`src/design/fwsr_pkg.sv`:
```
// constants, types and register map of the flash status controller
// assumes a 40 MHz clock and a byte-wide parallel flash on the pins
package fwsr_pkg;

  // ----------------------------------------------------------------
  // timing
  // ----------------------------------------------------------------
  localparam int CLK_NS   = 25;
  localparam int T_WP_NS  = 50;  // write strobe low time
  localparam int T_ACC_NS = 100; // read access before sampling
  localparam int T_REC_NS = 25;  // strobes high between cycles
  localparam logic [3:0] WP_CYC  = 4'((T_WP_NS + CLK_NS - 1) / CLK_NS);
  localparam logic [3:0] ACC_CYC = 4'((T_ACC_NS + CLK_NS - 1) / CLK_NS);
  localparam logic [3:0] REC_CYC = 4'((T_REC_NS + CLK_NS - 1) / CLK_NS);

  // ----------------------------------------------------------------
  // software registers
  // ----------------------------------------------------------------
  localparam logic [7:0] REG_CTRL  = 8'h00;
  localparam logic [7:0] REG_ADDR  = 8'h04;
  localparam logic [7:0] REG_WDATA = 8'h08;
  localparam logic [7:0] REG_STAT  = 8'h0C;
  localparam int CTRL_PROG   = 0;
  localparam int CTRL_SERASE = 1;
  localparam int CTRL_CERASE = 2;
  localparam int CTRL_RESET  = 3;
  localparam int CTRL_POLL   = 4;
  localparam int CTRL_PAUSE  = 5;
  localparam int CTRL_RESUME = 6;

  // ----------------------------------------------------------------
  // flash command bytes and status bit positions
  // ----------------------------------------------------------------
  localparam logic [7:0]  CMD_UNLK1 = 8'hAA;
  localparam logic [7:0]  CMD_UNLK2 = 8'h55;
  localparam logic [7:0]  CMD_PROG  = 8'hA0;
  localparam logic [7:0]  CMD_ERASE = 8'h80;
  localparam logic [7:0]  CMD_CHIP  = 8'h10;
  localparam logic [7:0]  CMD_SECT  = 8'h30;
  localparam logic [7:0]  CMD_RESET = 8'hF0;
  localparam logic [16:0] ADR_UNLK1 = 17'h00555;
  localparam logic [16:0] ADR_UNLK2 = 17'h002AA;
  localparam logic [2:0]  LEN_PROG  = 3'h4;
  localparam logic [2:0]  LEN_ERASE = 3'h6;
  localparam logic [2:0]  LEN_RESET = 3'h1;
  localparam int POLLING_STATUS_BIT  = 7;
  localparam int TOGGLE_BIT_ONE      = 6;
  localparam int TIMEOUT_FAILURE_BIT = 5;

  typedef enum logic [1:0] {OP_PROG, OP_SERASE, OP_CERASE, OP_RESET}
    fwsr_op_t;
  typedef enum logic [3:0] {S_IDLE, S_CMD, S_RD1, S_RD2, S_RE, S_FIN,
    S_RST, S_PAUSE} fwsr_st_t;
  typedef enum logic [1:0] {B_IDLE, B_ACT, B_REC} fwsr_bst_t;

endpackage

```
`src/design/fwsr_cyc_if.sv`:
```
// one flash bus cycle request between sequencer and pin engine
// assumes both ends run on the same clock
`timescale 1ns/1ps
interface fwsr_cyc_if;
  logic        req;
  logic        wr;
  logic [16:0] addr;
  logic [7:0]  wdata;
  logic        done;
  logic [7:0]  rdata;
  modport ctl (output req, wr, addr, wdata, input done, rdata);
  modport eng (input req, wr, addr, wdata, output done, rdata);
endinterface

```
`src/design/fwsr_bus_cycle.sv`:
```
// pin engine: runs one write or read cycle on the flash pins
// assumes dq input is synchronous to clk_in; pins driven from flops
`timescale 1ns/1ps
module fwsr_bus_cycle
  import fwsr_pkg::*;
(
  input  wire logic        clk_in,
  input  wire logic        reset_in,
  fwsr_cyc_if.eng          cyc,
  output logic [16:0]      flash_addr_out,
  output logic             flash_ce_n_out,
  output logic             flash_we_n_out,
  output logic             flash_oe_n_out,
  output logic [7:0]       flash_dq_out,
  output logic             flash_dq_oe_out,
  input  wire logic [7:0]  flash_dq_in
);

  typedef struct packed {
    fwsr_bst_t   st;
    logic [3:0]  cnt;
    logic        wr;
    logic [16:0] addr;
    logic [7:0]  wdata;
    logic [7:0]  rdata;
    logic        ce_n;
    logic        we_n;
    logic        oe_n;
    logic        dq_oe;
    logic        done;
  } fwsr_bus_t;

  localparam fwsr_bus_t BUS_RST = '{st: B_IDLE, cnt: 4'h0, wr: 1'b0,
    addr: 17'h00000, wdata: 8'h00, rdata: 8'h00, ce_n: 1'b1,
    we_n: 1'b1, oe_n: 1'b1, dq_oe: 1'b0, done: 1'b0};

  fwsr_bus_t q;
  fwsr_bus_t d;

  // ----------------------------------------------------------------
  // cycle sequencing
  // ----------------------------------------------------------------
  // every read is its own chip-select frame so toggle bits advance
  always_comb
  begin
    d      = q;
    d.done = 1'b0;
    case (q.st)
      B_IDLE:
        if (cyc.req)
        begin
          d.addr  = cyc.addr;
          d.wdata = cyc.wdata;
          d.wr    = cyc.wr;
          d.ce_n  = 1'b0;
          d.we_n  = ~cyc.wr;
          d.oe_n  = cyc.wr;
          d.dq_oe = cyc.wr;
          d.cnt   = cyc.wr ? WP_CYC : ACC_CYC;
          d.st    = B_ACT;
        end
      B_ACT:
        if (q.cnt > 4'h1)
          d.cnt = q.cnt - 4'h1;
        else
        begin
          if (!q.wr)
            d.rdata = flash_dq_in;
          d.ce_n = 1'b1;
          d.we_n = 1'b1;
          d.oe_n = 1'b1;
          d.cnt  = REC_CYC;
          d.st   = B_REC;
        end
      B_REC:
        if (q.cnt > 4'h1)
          d.cnt = q.cnt - 4'h1;
        else
        begin
          // data held past the strobe's rise for hold time
          d.dq_oe = 1'b0;
          d.done  = 1'b1;
          d.st    = B_IDLE;
        end
      default:
        d = BUS_RST;
    endcase
  end

  always_ff @(posedge clk_in)
  begin
    if (reset_in)
      q <= BUS_RST;
    else
      q <= d;
  end

  assign cyc.done        = q.done;
  assign cyc.rdata       = q.rdata;
  assign flash_addr_out  = q.addr;
  assign flash_ce_n_out  = q.ce_n;
  assign flash_we_n_out  = q.we_n;
  assign flash_oe_n_out  = q.oe_n;
  assign flash_dq_out    = q.wdata;
  assign flash_dq_oe_out = q.dq_oe;

endmodule

```
`src/design/fwsr_host.sv`:
```
// host controller: issues program/erase/reset and checks completion
// assumes a byte-wide flash on the pins and a simple register port
//
// Our own choices: the placing of the registers and the address-and-strobe port.
`timescale 1ns/1ps
// Overview of operation
// - host polls program status at the programmed address
// - host polls erase status inside a selected sector
// - data trusted only on reads after the one showing completion
// - host reads twice and compares toggle bit; equal means finished
// - toggling with timeout bit high: recheck, still toggling is failure
// - host leaving the check restarts it from the double read
// - after a timeout failure host writes reset before reading data
// - reset is one write of F0 to any address
module fwsr_host
  import fwsr_pkg::*;
(
  input  wire logic        clk_in,
  input  wire logic        reset_in,
  input  wire logic [7:0]  reg_addr_in,
  input  wire logic [31:0] reg_wdata_in,
  input  wire logic        reg_wr_in,
  input  wire logic        reg_rd_in,
  output logic [31:0]      reg_rdata_out,
  output logic [16:0]      flash_addr_out,
  output logic             flash_ce_n_out,
  output logic             flash_we_n_out,
  output logic             flash_oe_n_out,
  output logic [7:0]       flash_dq_out,
  output logic             flash_dq_oe_out,
  input  wire logic [7:0]  flash_dq_in
);

  typedef struct packed {
    fwsr_st_t    st;
    fwsr_op_t    op;
    logic        poll;
    logic        iss;
    logic [2:0]  idx;
    logic [16:0] tgt;
    logic [7:0]  wdat;
    logic [7:0]  prev;
    logic [7:0]  last;
    logic        done;
    logic        fail;
    logic        pause;
    logic [31:0] rdat;
  } fwsr_main_t;

  localparam fwsr_main_t MAIN_RST = '{st: S_IDLE, op: OP_PROG,
    default: '0};

  fwsr_main_t q;
  fwsr_main_t d;
  fwsr_cyc_if cyc ();

  // ----------------------------------------------------------------
  // helpers
  // ----------------------------------------------------------------
  function automatic logic [24:0] cmd_step(input fwsr_op_t op,
    input logic [2:0] idx, input logic [16:0] tgt, input logic [7:0] wd);
    logic [24:0] r;
    r = {ADR_UNLK1, CMD_UNLK1};
    if (op == OP_RESET)
      r = {tgt, CMD_RESET};
    else
      case (idx)
        3'h0: r = {ADR_UNLK1, CMD_UNLK1};
        3'h1: r = {ADR_UNLK2, CMD_UNLK2};
        3'h2: r = {ADR_UNLK1, (op == OP_PROG) ? CMD_PROG : CMD_ERASE};
        3'h3: r = (op == OP_PROG) ? {tgt, wd} : {ADR_UNLK1, CMD_UNLK1};
        3'h4: r = {ADR_UNLK2, CMD_UNLK2};
        default: r = (op == OP_SERASE) ? {tgt, CMD_SECT}
                                       : {ADR_UNLK1, CMD_CHIP};
      endcase
    return r;
  endfunction

  function automatic logic [2:0] cmd_len(input fwsr_op_t op);
    case (op)
      OP_PROG:  return LEN_PROG;
      OP_RESET: return LEN_RESET;
      default:  return LEN_ERASE;
    endcase
  endfunction

  // polling target: true data bit for program, 1 for erase
  function automatic logic poll_ok(input logic [7:0] cur,
    input fwsr_op_t op, input logic [7:0] wd);
    return cur[POLLING_STATUS_BIT] ==
      ((op == OP_PROG) ? wd[POLLING_STATUS_BIT] : 1'b1);
  endfunction

  function automatic logic tgl_same(input logic [7:0] a,
    input logic [7:0] b);
    return a[TOGGLE_BIT_ONE] == b[TOGGLE_BIT_ONE];
  endfunction

  // ----------------------------------------------------------------
  // sequencer
  // ----------------------------------------------------------------
  logic        cyc_busy;
  logic [24:0] step;
  logic [7:0]  rd;

  assign cyc_busy = (q.st != S_IDLE) && (q.st != S_PAUSE);
  assign step     = cmd_step(q.op, q.idx, q.tgt, q.wdat);
  assign rd       = cyc.rdata;

  // status reads always use the target address, never elsewhere
  assign cyc.req   = cyc_busy && !q.iss;
  assign cyc.wr    = (q.st == S_CMD) || (q.st == S_RST);
  assign cyc.addr  = (q.st == S_CMD) ? step[24:8] : q.tgt;
  assign cyc.wdata = (q.st == S_RST) ? CMD_RESET : step[7:0];

  always_comb
  begin
    d = q;
    d.rdat = 32'h00000000;
    if (cyc.req)
      d.iss = 1'b1;
    if (reg_wr_in)
      case (reg_addr_in)
        REG_ADDR:  d.tgt  = reg_wdata_in[16:0];
        REG_WDATA: d.wdat = reg_wdata_in[7:0];
        REG_CTRL:
        begin
          if (q.st == S_IDLE && (|reg_wdata_in[CTRL_RESET:CTRL_PROG]))
          begin
            d.op   = reg_wdata_in[CTRL_RESET]  ? OP_RESET  :
                     reg_wdata_in[CTRL_CERASE] ? OP_CERASE :
                     reg_wdata_in[CTRL_SERASE] ? OP_SERASE : OP_PROG;
            d.poll = reg_wdata_in[CTRL_POLL];
            d.idx  = 3'h0;
            d.done = 1'b0;
            d.fail = 1'b0;
            d.st   = S_CMD;
          end
          if (reg_wdata_in[CTRL_PAUSE] && cyc_busy && q.st != S_CMD)
            d.pause = 1'b1;
          if (reg_wdata_in[CTRL_RESUME] && q.st == S_PAUSE)
            d.st = S_RD1;
        end
        default: ;
      endcase
    if (reg_rd_in)
      case (reg_addr_in)
        REG_CTRL:  d.rdat = {27'h0, q.poll, 2'h0, q.op};
        REG_ADDR:  d.rdat = {15'h0, q.tgt};
        REG_WDATA: d.rdat = {24'h0, q.wdat};
        REG_STAT:  d.rdat = {16'h0, q.last, 4'h0,
                             q.st == S_PAUSE, q.fail, q.done, cyc_busy};
        default:   d.rdat = 32'h00000000;
      endcase
    if (cyc.done)
    begin
      d.iss = 1'b0;
      case (q.st)
        S_CMD:
          if (q.idx == cmd_len(q.op) - 3'h1)
          begin
            d.done = (q.op == OP_RESET);
            d.st   = (q.op == OP_RESET) ? S_IDLE : S_RD1;
          end
          else
            d.idx = q.idx + 3'h1;
        S_RD1:
        begin
          // first read of a (re)started check records the byte; only polling mode also tests it
          d.prev = rd;
          if (q.poll && poll_ok(rd, q.op, q.wdat))
            d.st = S_FIN;
          else if (q.poll && rd[TIMEOUT_FAILURE_BIT])
            d.st = S_RE;
          else if (d.pause)
            d.st = S_PAUSE;
          else
            d.st = q.poll ? S_RD1 : S_RD2;
        end
        S_RD2:
        begin
          d.prev = rd;
          if (tgl_same(rd, q.prev))
            d.st = S_FIN;
          else if (rd[TIMEOUT_FAILURE_BIT])
            d.st = S_RE;
          else if (d.pause)
            d.st = S_PAUSE;
        end
        S_RE:
          if (q.poll ? poll_ok(rd, q.op, q.wdat) : tgl_same(rd, q.prev))
            d.st = S_FIN;
          else
          begin
            d.fail = 1'b1;
            d.st   = S_RST;
          end
        S_FIN:
        begin
          // completion read may mix bits; keep the read after it
          d.last = rd;
          d.done = 1'b1;
          d.st   = S_IDLE;
        end
        S_RST:
        begin
          d.done = 1'b1;
          d.st   = S_IDLE;
        end
        default: d.st = S_IDLE;
      endcase
    end
    if (d.st == S_PAUSE)
      d.pause = 1'b0;
  end

  always_ff @(posedge clk_in)
  begin
    if (reset_in)
      q <= MAIN_RST;
    else
      q <= d;
  end

  assign reg_rdata_out = q.rdat;

  fwsr_bus_cycle u_fwsr_bus_cycle (
    .clk_in          (clk_in),
    .reset_in        (reset_in),
    .cyc             (cyc.eng),
    .flash_addr_out  (flash_addr_out),
    .flash_ce_n_out  (flash_ce_n_out),
    .flash_we_n_out  (flash_we_n_out),
    .flash_oe_n_out  (flash_oe_n_out),
    .flash_dq_out    (flash_dq_out),
    .flash_dq_oe_out (flash_dq_oe_out),
    .flash_dq_in     (flash_dq_in)
  );

  // ----------------------------------------------------------------
  // checks
  // ----------------------------------------------------------------
  property p_stat_addr;
    @(posedge clk_in) disable iff (reset_in)
    (cyc.req && !cyc.wr) |-> ##1 (flash_addr_out == $past(q.tgt));
  endproperty
  a_stat_addr: assert property (p_stat_addr)
    else $error("status read not at target address");

  property p_erase_addr;
    @(posedge clk_in) disable iff (reset_in)
    (cyc.req && !cyc.wr && q.op == OP_SERASE) |-> ##[1:2]
      (!flash_oe_n_out && flash_addr_out == q.tgt);
  endproperty
  a_erase_addr: assert property (p_erase_addr)
    else $error("erase status read outside selected sector");

  property p_fin_after;
    @(posedge clk_in) disable iff (reset_in)
    ($rose(q.done) && $past(q.op) != OP_RESET && !$past(q.fail)) |->
      $past(q.st) == S_FIN;
  endproperty
  a_fin_after: assert property (p_fin_after)
    else $error("done without a trailing data read");

  property p_double;
    @(posedge clk_in) disable iff (reset_in)
    (q.st == S_RD2 && $past(q.st) != S_RD2) |-> $past(q.st) == S_RD1;
  endproperty
  a_double: assert property (p_double)
    else $error("toggle compare without a first read");

  property p_fail_src;
    @(posedge clk_in) disable iff (reset_in)
    $rose(q.fail) |-> ($past(q.st) == S_RE && q.st == S_RST);
  endproperty
  a_fail_src: assert property (p_fail_src)
    else $error("failure not from a recheck");

  property p_rst_cmd;
    @(posedge clk_in) disable iff (reset_in)
    (q.st == S_RST && cyc.req) |-> ##1
      (!flash_we_n_out && flash_dq_out == CMD_RESET && flash_dq_oe_out);
  endproperty
  a_rst_cmd: assert property (p_rst_cmd)
    else $error("reset command not written as F0");

  property p_resume;
    @(posedge clk_in) disable iff (reset_in)
    ($past(q.st) == S_PAUSE && q.st != S_PAUSE) |-> q.st == S_RD1;
  endproperty
  a_resume: assert property (p_resume)
    else $error("check resumed past its double read");

  property p_wr_pulse;
    @(posedge clk_in) disable iff (reset_in)
    $fell(flash_we_n_out) |-> (!flash_we_n_out && flash_dq_oe_out)[*2]
      ##1 flash_we_n_out;
  endproperty
  a_wr_pulse: assert property (p_wr_pulse)
    else $error("write strobe width wrong");

endmodule

```
`config.mk`:
```
export PLATFORM = sky130hd
export DESIGN_NAME = fwsr_host
export DESIGN_NICKNAME = d
export VERILOG_FILES = /design/src/design/fwsr_pkg.sv /design/src/design/fwsr_cyc_if.sv /design/src/design/fwsr_bus_cycle.sv /design/src/design/fwsr_host.sv
export SDC_FILE = /design/constraint.sdc
export NUM_CORES = 1
export LEC_CHECK = 0
export BUFFER_PORTS_ARGS = -buffer_cell sky130_fd_sc_hd__buf_2
export CORE_AREA = 2 2 110 122
export DETAILED_ROUTE_END_ITERATION = 16
export DIE_AREA = 0 0 112 124
export HOLD_SLACK_MARGIN = 0.02
export MAX_ROUTING_LAYER = met4
export PLACE_DENSITY = 0.66
export SLEW_MARGIN = 5
export SYNTH_ARGS = -nofsm -noshare
export SYNTH_HDL_FRONTEND = slang
export SYNTH_SLANG_ARGS = --single-unit
```
`constraint.sdc`:
```
create_clock -name clk_in -period 5.3 [get_ports clk_in]
set_input_delay 0.53 -clock clk_in [delete_from_list [all_inputs] [get_ports clk_in]]
set_output_delay 0.53 -clock clk_in [all_outputs]
set_load 0.02 [all_outputs]
```
==> flow_summary_export.csv <==
group,metric,value,unit
worst_setup_path,reg2reg_slack,2.56,ns
synth,synth_top_area_cell,"dfxtp_1",
worst_setup_path,worst_ep_required_time,5.57,ns
clocking,ctsHoldBuffers,0,
clocking,htreeDepth,3,
layout,multi_input_area,0.00276,sq mm
clocking,cts_buffers,9,
drt,drt_pre_antenna_iters,7,
global_routing,grt_max_degree,95,
floorplan,die_h,124,um
timing,fin_hold_ws,0.410,ns
synth,synth-edff-count,0,
power_and_ir_drop,p_leak,2.30,nW
floorplan,ioPinCount,113,
drt,vias,4610,
clocking,clk_pin_slew_worst_paths,0.08,ns
timing,fmax,365,MHz
drt,drc,0,
floorplan,start_util,0.443,
worst_setup_path,worstRegToRegCells,8,
global_routing,track_usage,0.203,
layout,area_growth,6.59,%
synth,synthTopCellsByArea,"dfxtp_1 (39%), buf_4 (7.9%), nand2_1 (6.7%)",
clocking,post_cts_buffers,0,
worst_setup_path,crit_start,"q[76]$_SDFF_PP0_",
synth,ys_types,74,
placed_design,hpwl,9950,um
power_and_ir_drop,peakVddDrop,0.167,mV
timing,max_slew_margin,0.286,
worst_setup_path,r2r-start,"q[76]$_SDFF_PP0_",
placed_design,gp_congestion,0.932,
drt,drtIter0Drc,419,
synth,synthTopCellsByCount,"dfxtp_1 (110), nand2_1 (99), a21oi_1 (63), nor2_1 (60), buf_4 (59)",
clocking,cts.sinks,110,
timing,rsz0062_at_grt,"no",
global_routing,gr-total-overflow,0,
drt,wl_per_cell,16.2,um
worst_setup_path,critical_path_peak_fanout,11,
global_routing,antenna_found_initial,0,
worst_setup_path,endpoint_kind,"flop",
placed_design,portBuffers,82,
layout,layout.area.seq,0.00220,sq mm
outcome,status,"complete, no violations",
synth,synth.most_common_cell,"dfxtp_1",
drt,routed_wl,13700,um
synth,syn_avg_cell_area,8.41,sq um
drt,ant_nets,0,
clocking,post_cts_resized,0,
clocking,root_buffer,"clkbuf_16",
timing,fin_crit_sh,0.517,
run,cap_violations,0,
timing,hold_violations,0,
hold_path,holdCritPathClass,"in2reg",
timing,final.min_clock_period,2.74,ns
synth,synth_top_cell_area_share,0.394,
timing,fin_setup_tns,0,ns
drt,vias_per_cell,5.47,
floorplan,fp.dieW,112,um
timing,worstMarginPinSlew,1.06,ns
floorplan,num_rows,43,
worst_setup_path,startpoint_type,"flop",
synth,ys_seq_area_frac,0.394,
worst_setup_path,cp.arrival,3.01,ns
synth,syn-cell-area,0.00558,sq mm
layout,num-fill-cells,1250,
synth,synthFlopType,"dfxtp_1",
worst_setup_path,crit_path_end,"u_fwsr_bus_cycle.flash_addr_out[9]$_SDFFE_PP0P_",
synth,yosysWarningCount,0,
synth,synth_cells,664,
layout,layout.nets,748,
clocking,cts_tree,"yes",
power_and_ir_drop,power_density,319,mW/mm^2
timing,final-setup-viol-count,0,
global_routing,grt_pass1_wl,22000,um
worst_setup_path,reg2reg_to,"u_fwsr_bus_cycle.flash_addr_out[9]$_SDFFE_PP0P_",
worst_setup_path,critPathKind,"reg2reg",
clocking,clk_path_buf_depth,2,
layout,num_antenna_cells,0,
synth,synth_async_sr_flop_share,0,
global_routing,grt_pass1_vias,4371,
floorplan,die-area,0.0139,sq mm
layout,fin_util,0.473,
layout,drive_gt1_frac,0.171,
clocking,clk_latency,0.35,ns
synth,ys_seq_elements,110,
timing,maxSlewViolCount,0,
floorplan,core,0.0126,sq mm
timing,skew,0.00937,ns
==> cells by family (layout without fill, tap and decap cells) <==
group,count (synthesis),after routing,synth area share
DFF,110,110,0.394
other,1,15,0.000672
xor gates and xnor gates,7,7,0.0110
muxes,25,25,0.0482
buffers and inverters,110,118,0.121
adders and majority gates,15,15,0.0336
and+or+nand+nor,248,248,0.217
AOI/OAI and AO/OA,148,148,0.174
==> how the worst min path moves through the flow <==
stage | start | endpoint | slack, ns | depth (start not counted)
2_1_floorplan | u_fwsr_bus_cycle.cyc.rdata[0]$_SDFFE_PP0P_ | u_fwsr_bus_cycle.cyc.rdata[0]$_SDFFE_PP0P_ | 0.43 | 2
3_3_place_gp | u_fwsr_bus_cycle.flash_addr_out[0]$_SDFFE_PP0P_ | u_fwsr_bus_cycle.flash_addr_out[0]$_SDFFE_PP0P_ | 0.44 | 2
3_5_place_dp | u_fwsr_bus_cycle.flash_addr_out[0]$_SDFFE_PP0P_ | u_fwsr_bus_cycle.flash_addr_out[0]$_SDFFE_PP0P_ | 0.44 | 2
4_1_cts | reg_wdata_in[16] | q[75]$_SDFFE_PP0P_ | 0.41 | 3
5_1_grt | reg_wdata_in[16] | q[75]$_SDFFE_PP0P_ | 0.40 | 3
6_report | reg_wdata_in[16] | q[75]$_SDFFE_PP0P_ | 0.41 | 3
==> cell usage in the layout (no fill, tap or decap), types with 12 or more instances in the layout <==
cell	netlist	final
nand2_1	99	99
a21oi_1	63	63
buf_2	11	82
o21ai_0	18	18
nor2_1	60	60
mux2i_1	22	22
a31oi_1	13	13
inv_1	19	19
nand3_1	26	26
a22oi_1	12	12
conb_1	1	15
dfxtp_1	110	110
ha_1	15	15
==> cell type report <==
type | instances | share of cell area
flip-flops and latches | 110 | 0.370
multi-input cells | 458 | 0.463
inverters | 19 | 0.0120
repair buffers | 83 | 0.0702
clock buffers | 10 | 0.0402
well taps | 157 | 0.0330
clock inverters | 6 | 0.0116
==> flip-flops by register name, summed over array words and instances (netlist names) <==
| name | count |
|---|---|
| u_fwsr_bus_cycle.cyc.done | 1 |
| u_fwsr_bus_cycle.flash_oe_n_out | 1 |
| q | 48 |
| u_fwsr_bus_cycle.flash_dq_out | 8 |
| u_fwsr_bus_cycle.flash_addr_out | 17 |
| u_fwsr_bus_cycle.flash_ce_n_out | 1 |
| u_fwsr_bus_cycle.q | 7 |
| reg_rdata_out | 17 |
| u_fwsr_bus_cycle.flash_we_n_out | 1 |
| u_fwsr_bus_cycle.cyc.rdata | 8 |
| u_fwsr_bus_cycle.flash_dq_oe_out | 1 |
==> through the flow <==
stage	instance area, sq um	setup slack (ns)	total power [mW]	std cells
finish	5950	2.56	1.90	843
global placement	5640	2.70	1.23	827
floorplan	5640	3.41	1.19	678
global route	5950	2.32	1.98	843
CTS	5950	2.57	1.91	843
detailed placement	5640	2.60	1.24	827
==> worst max-delay path: stages, from the launching register on <==
cell      delay [ns]
dfxtp_1         0.43
inv_1           0.12
ha_1            0.26
o21ba_2         0.27
nor3_2          0.29
a221oi_1        0.16
nor4_2          0.83
nand2_1         0.12
a31oi_1         0.19
==> per-layer routing <==
metal | global-route usage | vias to the layer above | part of all wire
li1 | - | 2260 | -
met1 | 0.252 | 2173 | 0.43
met2 | 0.332 | 145 | 0.49
met3 | 0.0307 | 32 | 0.055
met4 | 0.0892 | 0 | 0.030
met5 | - | - | 0
==> power breakdown <==
| group | total (mW) | internal, mW | switching, mW | leakage (nW) |
|---|---|---|---|---|
| clock network | 0.677 | 0.345 | 0.332 | 0.146 |
| logic | 0.348 | 0.106 | 0.242 | 1.26 |
| registers | 0.873 | 0.855 | 0.0189 | 0.886 |
| total | 1.90 | 1.31 | 0.593 | 2.30 |
(Power assumes the default switching activity.)
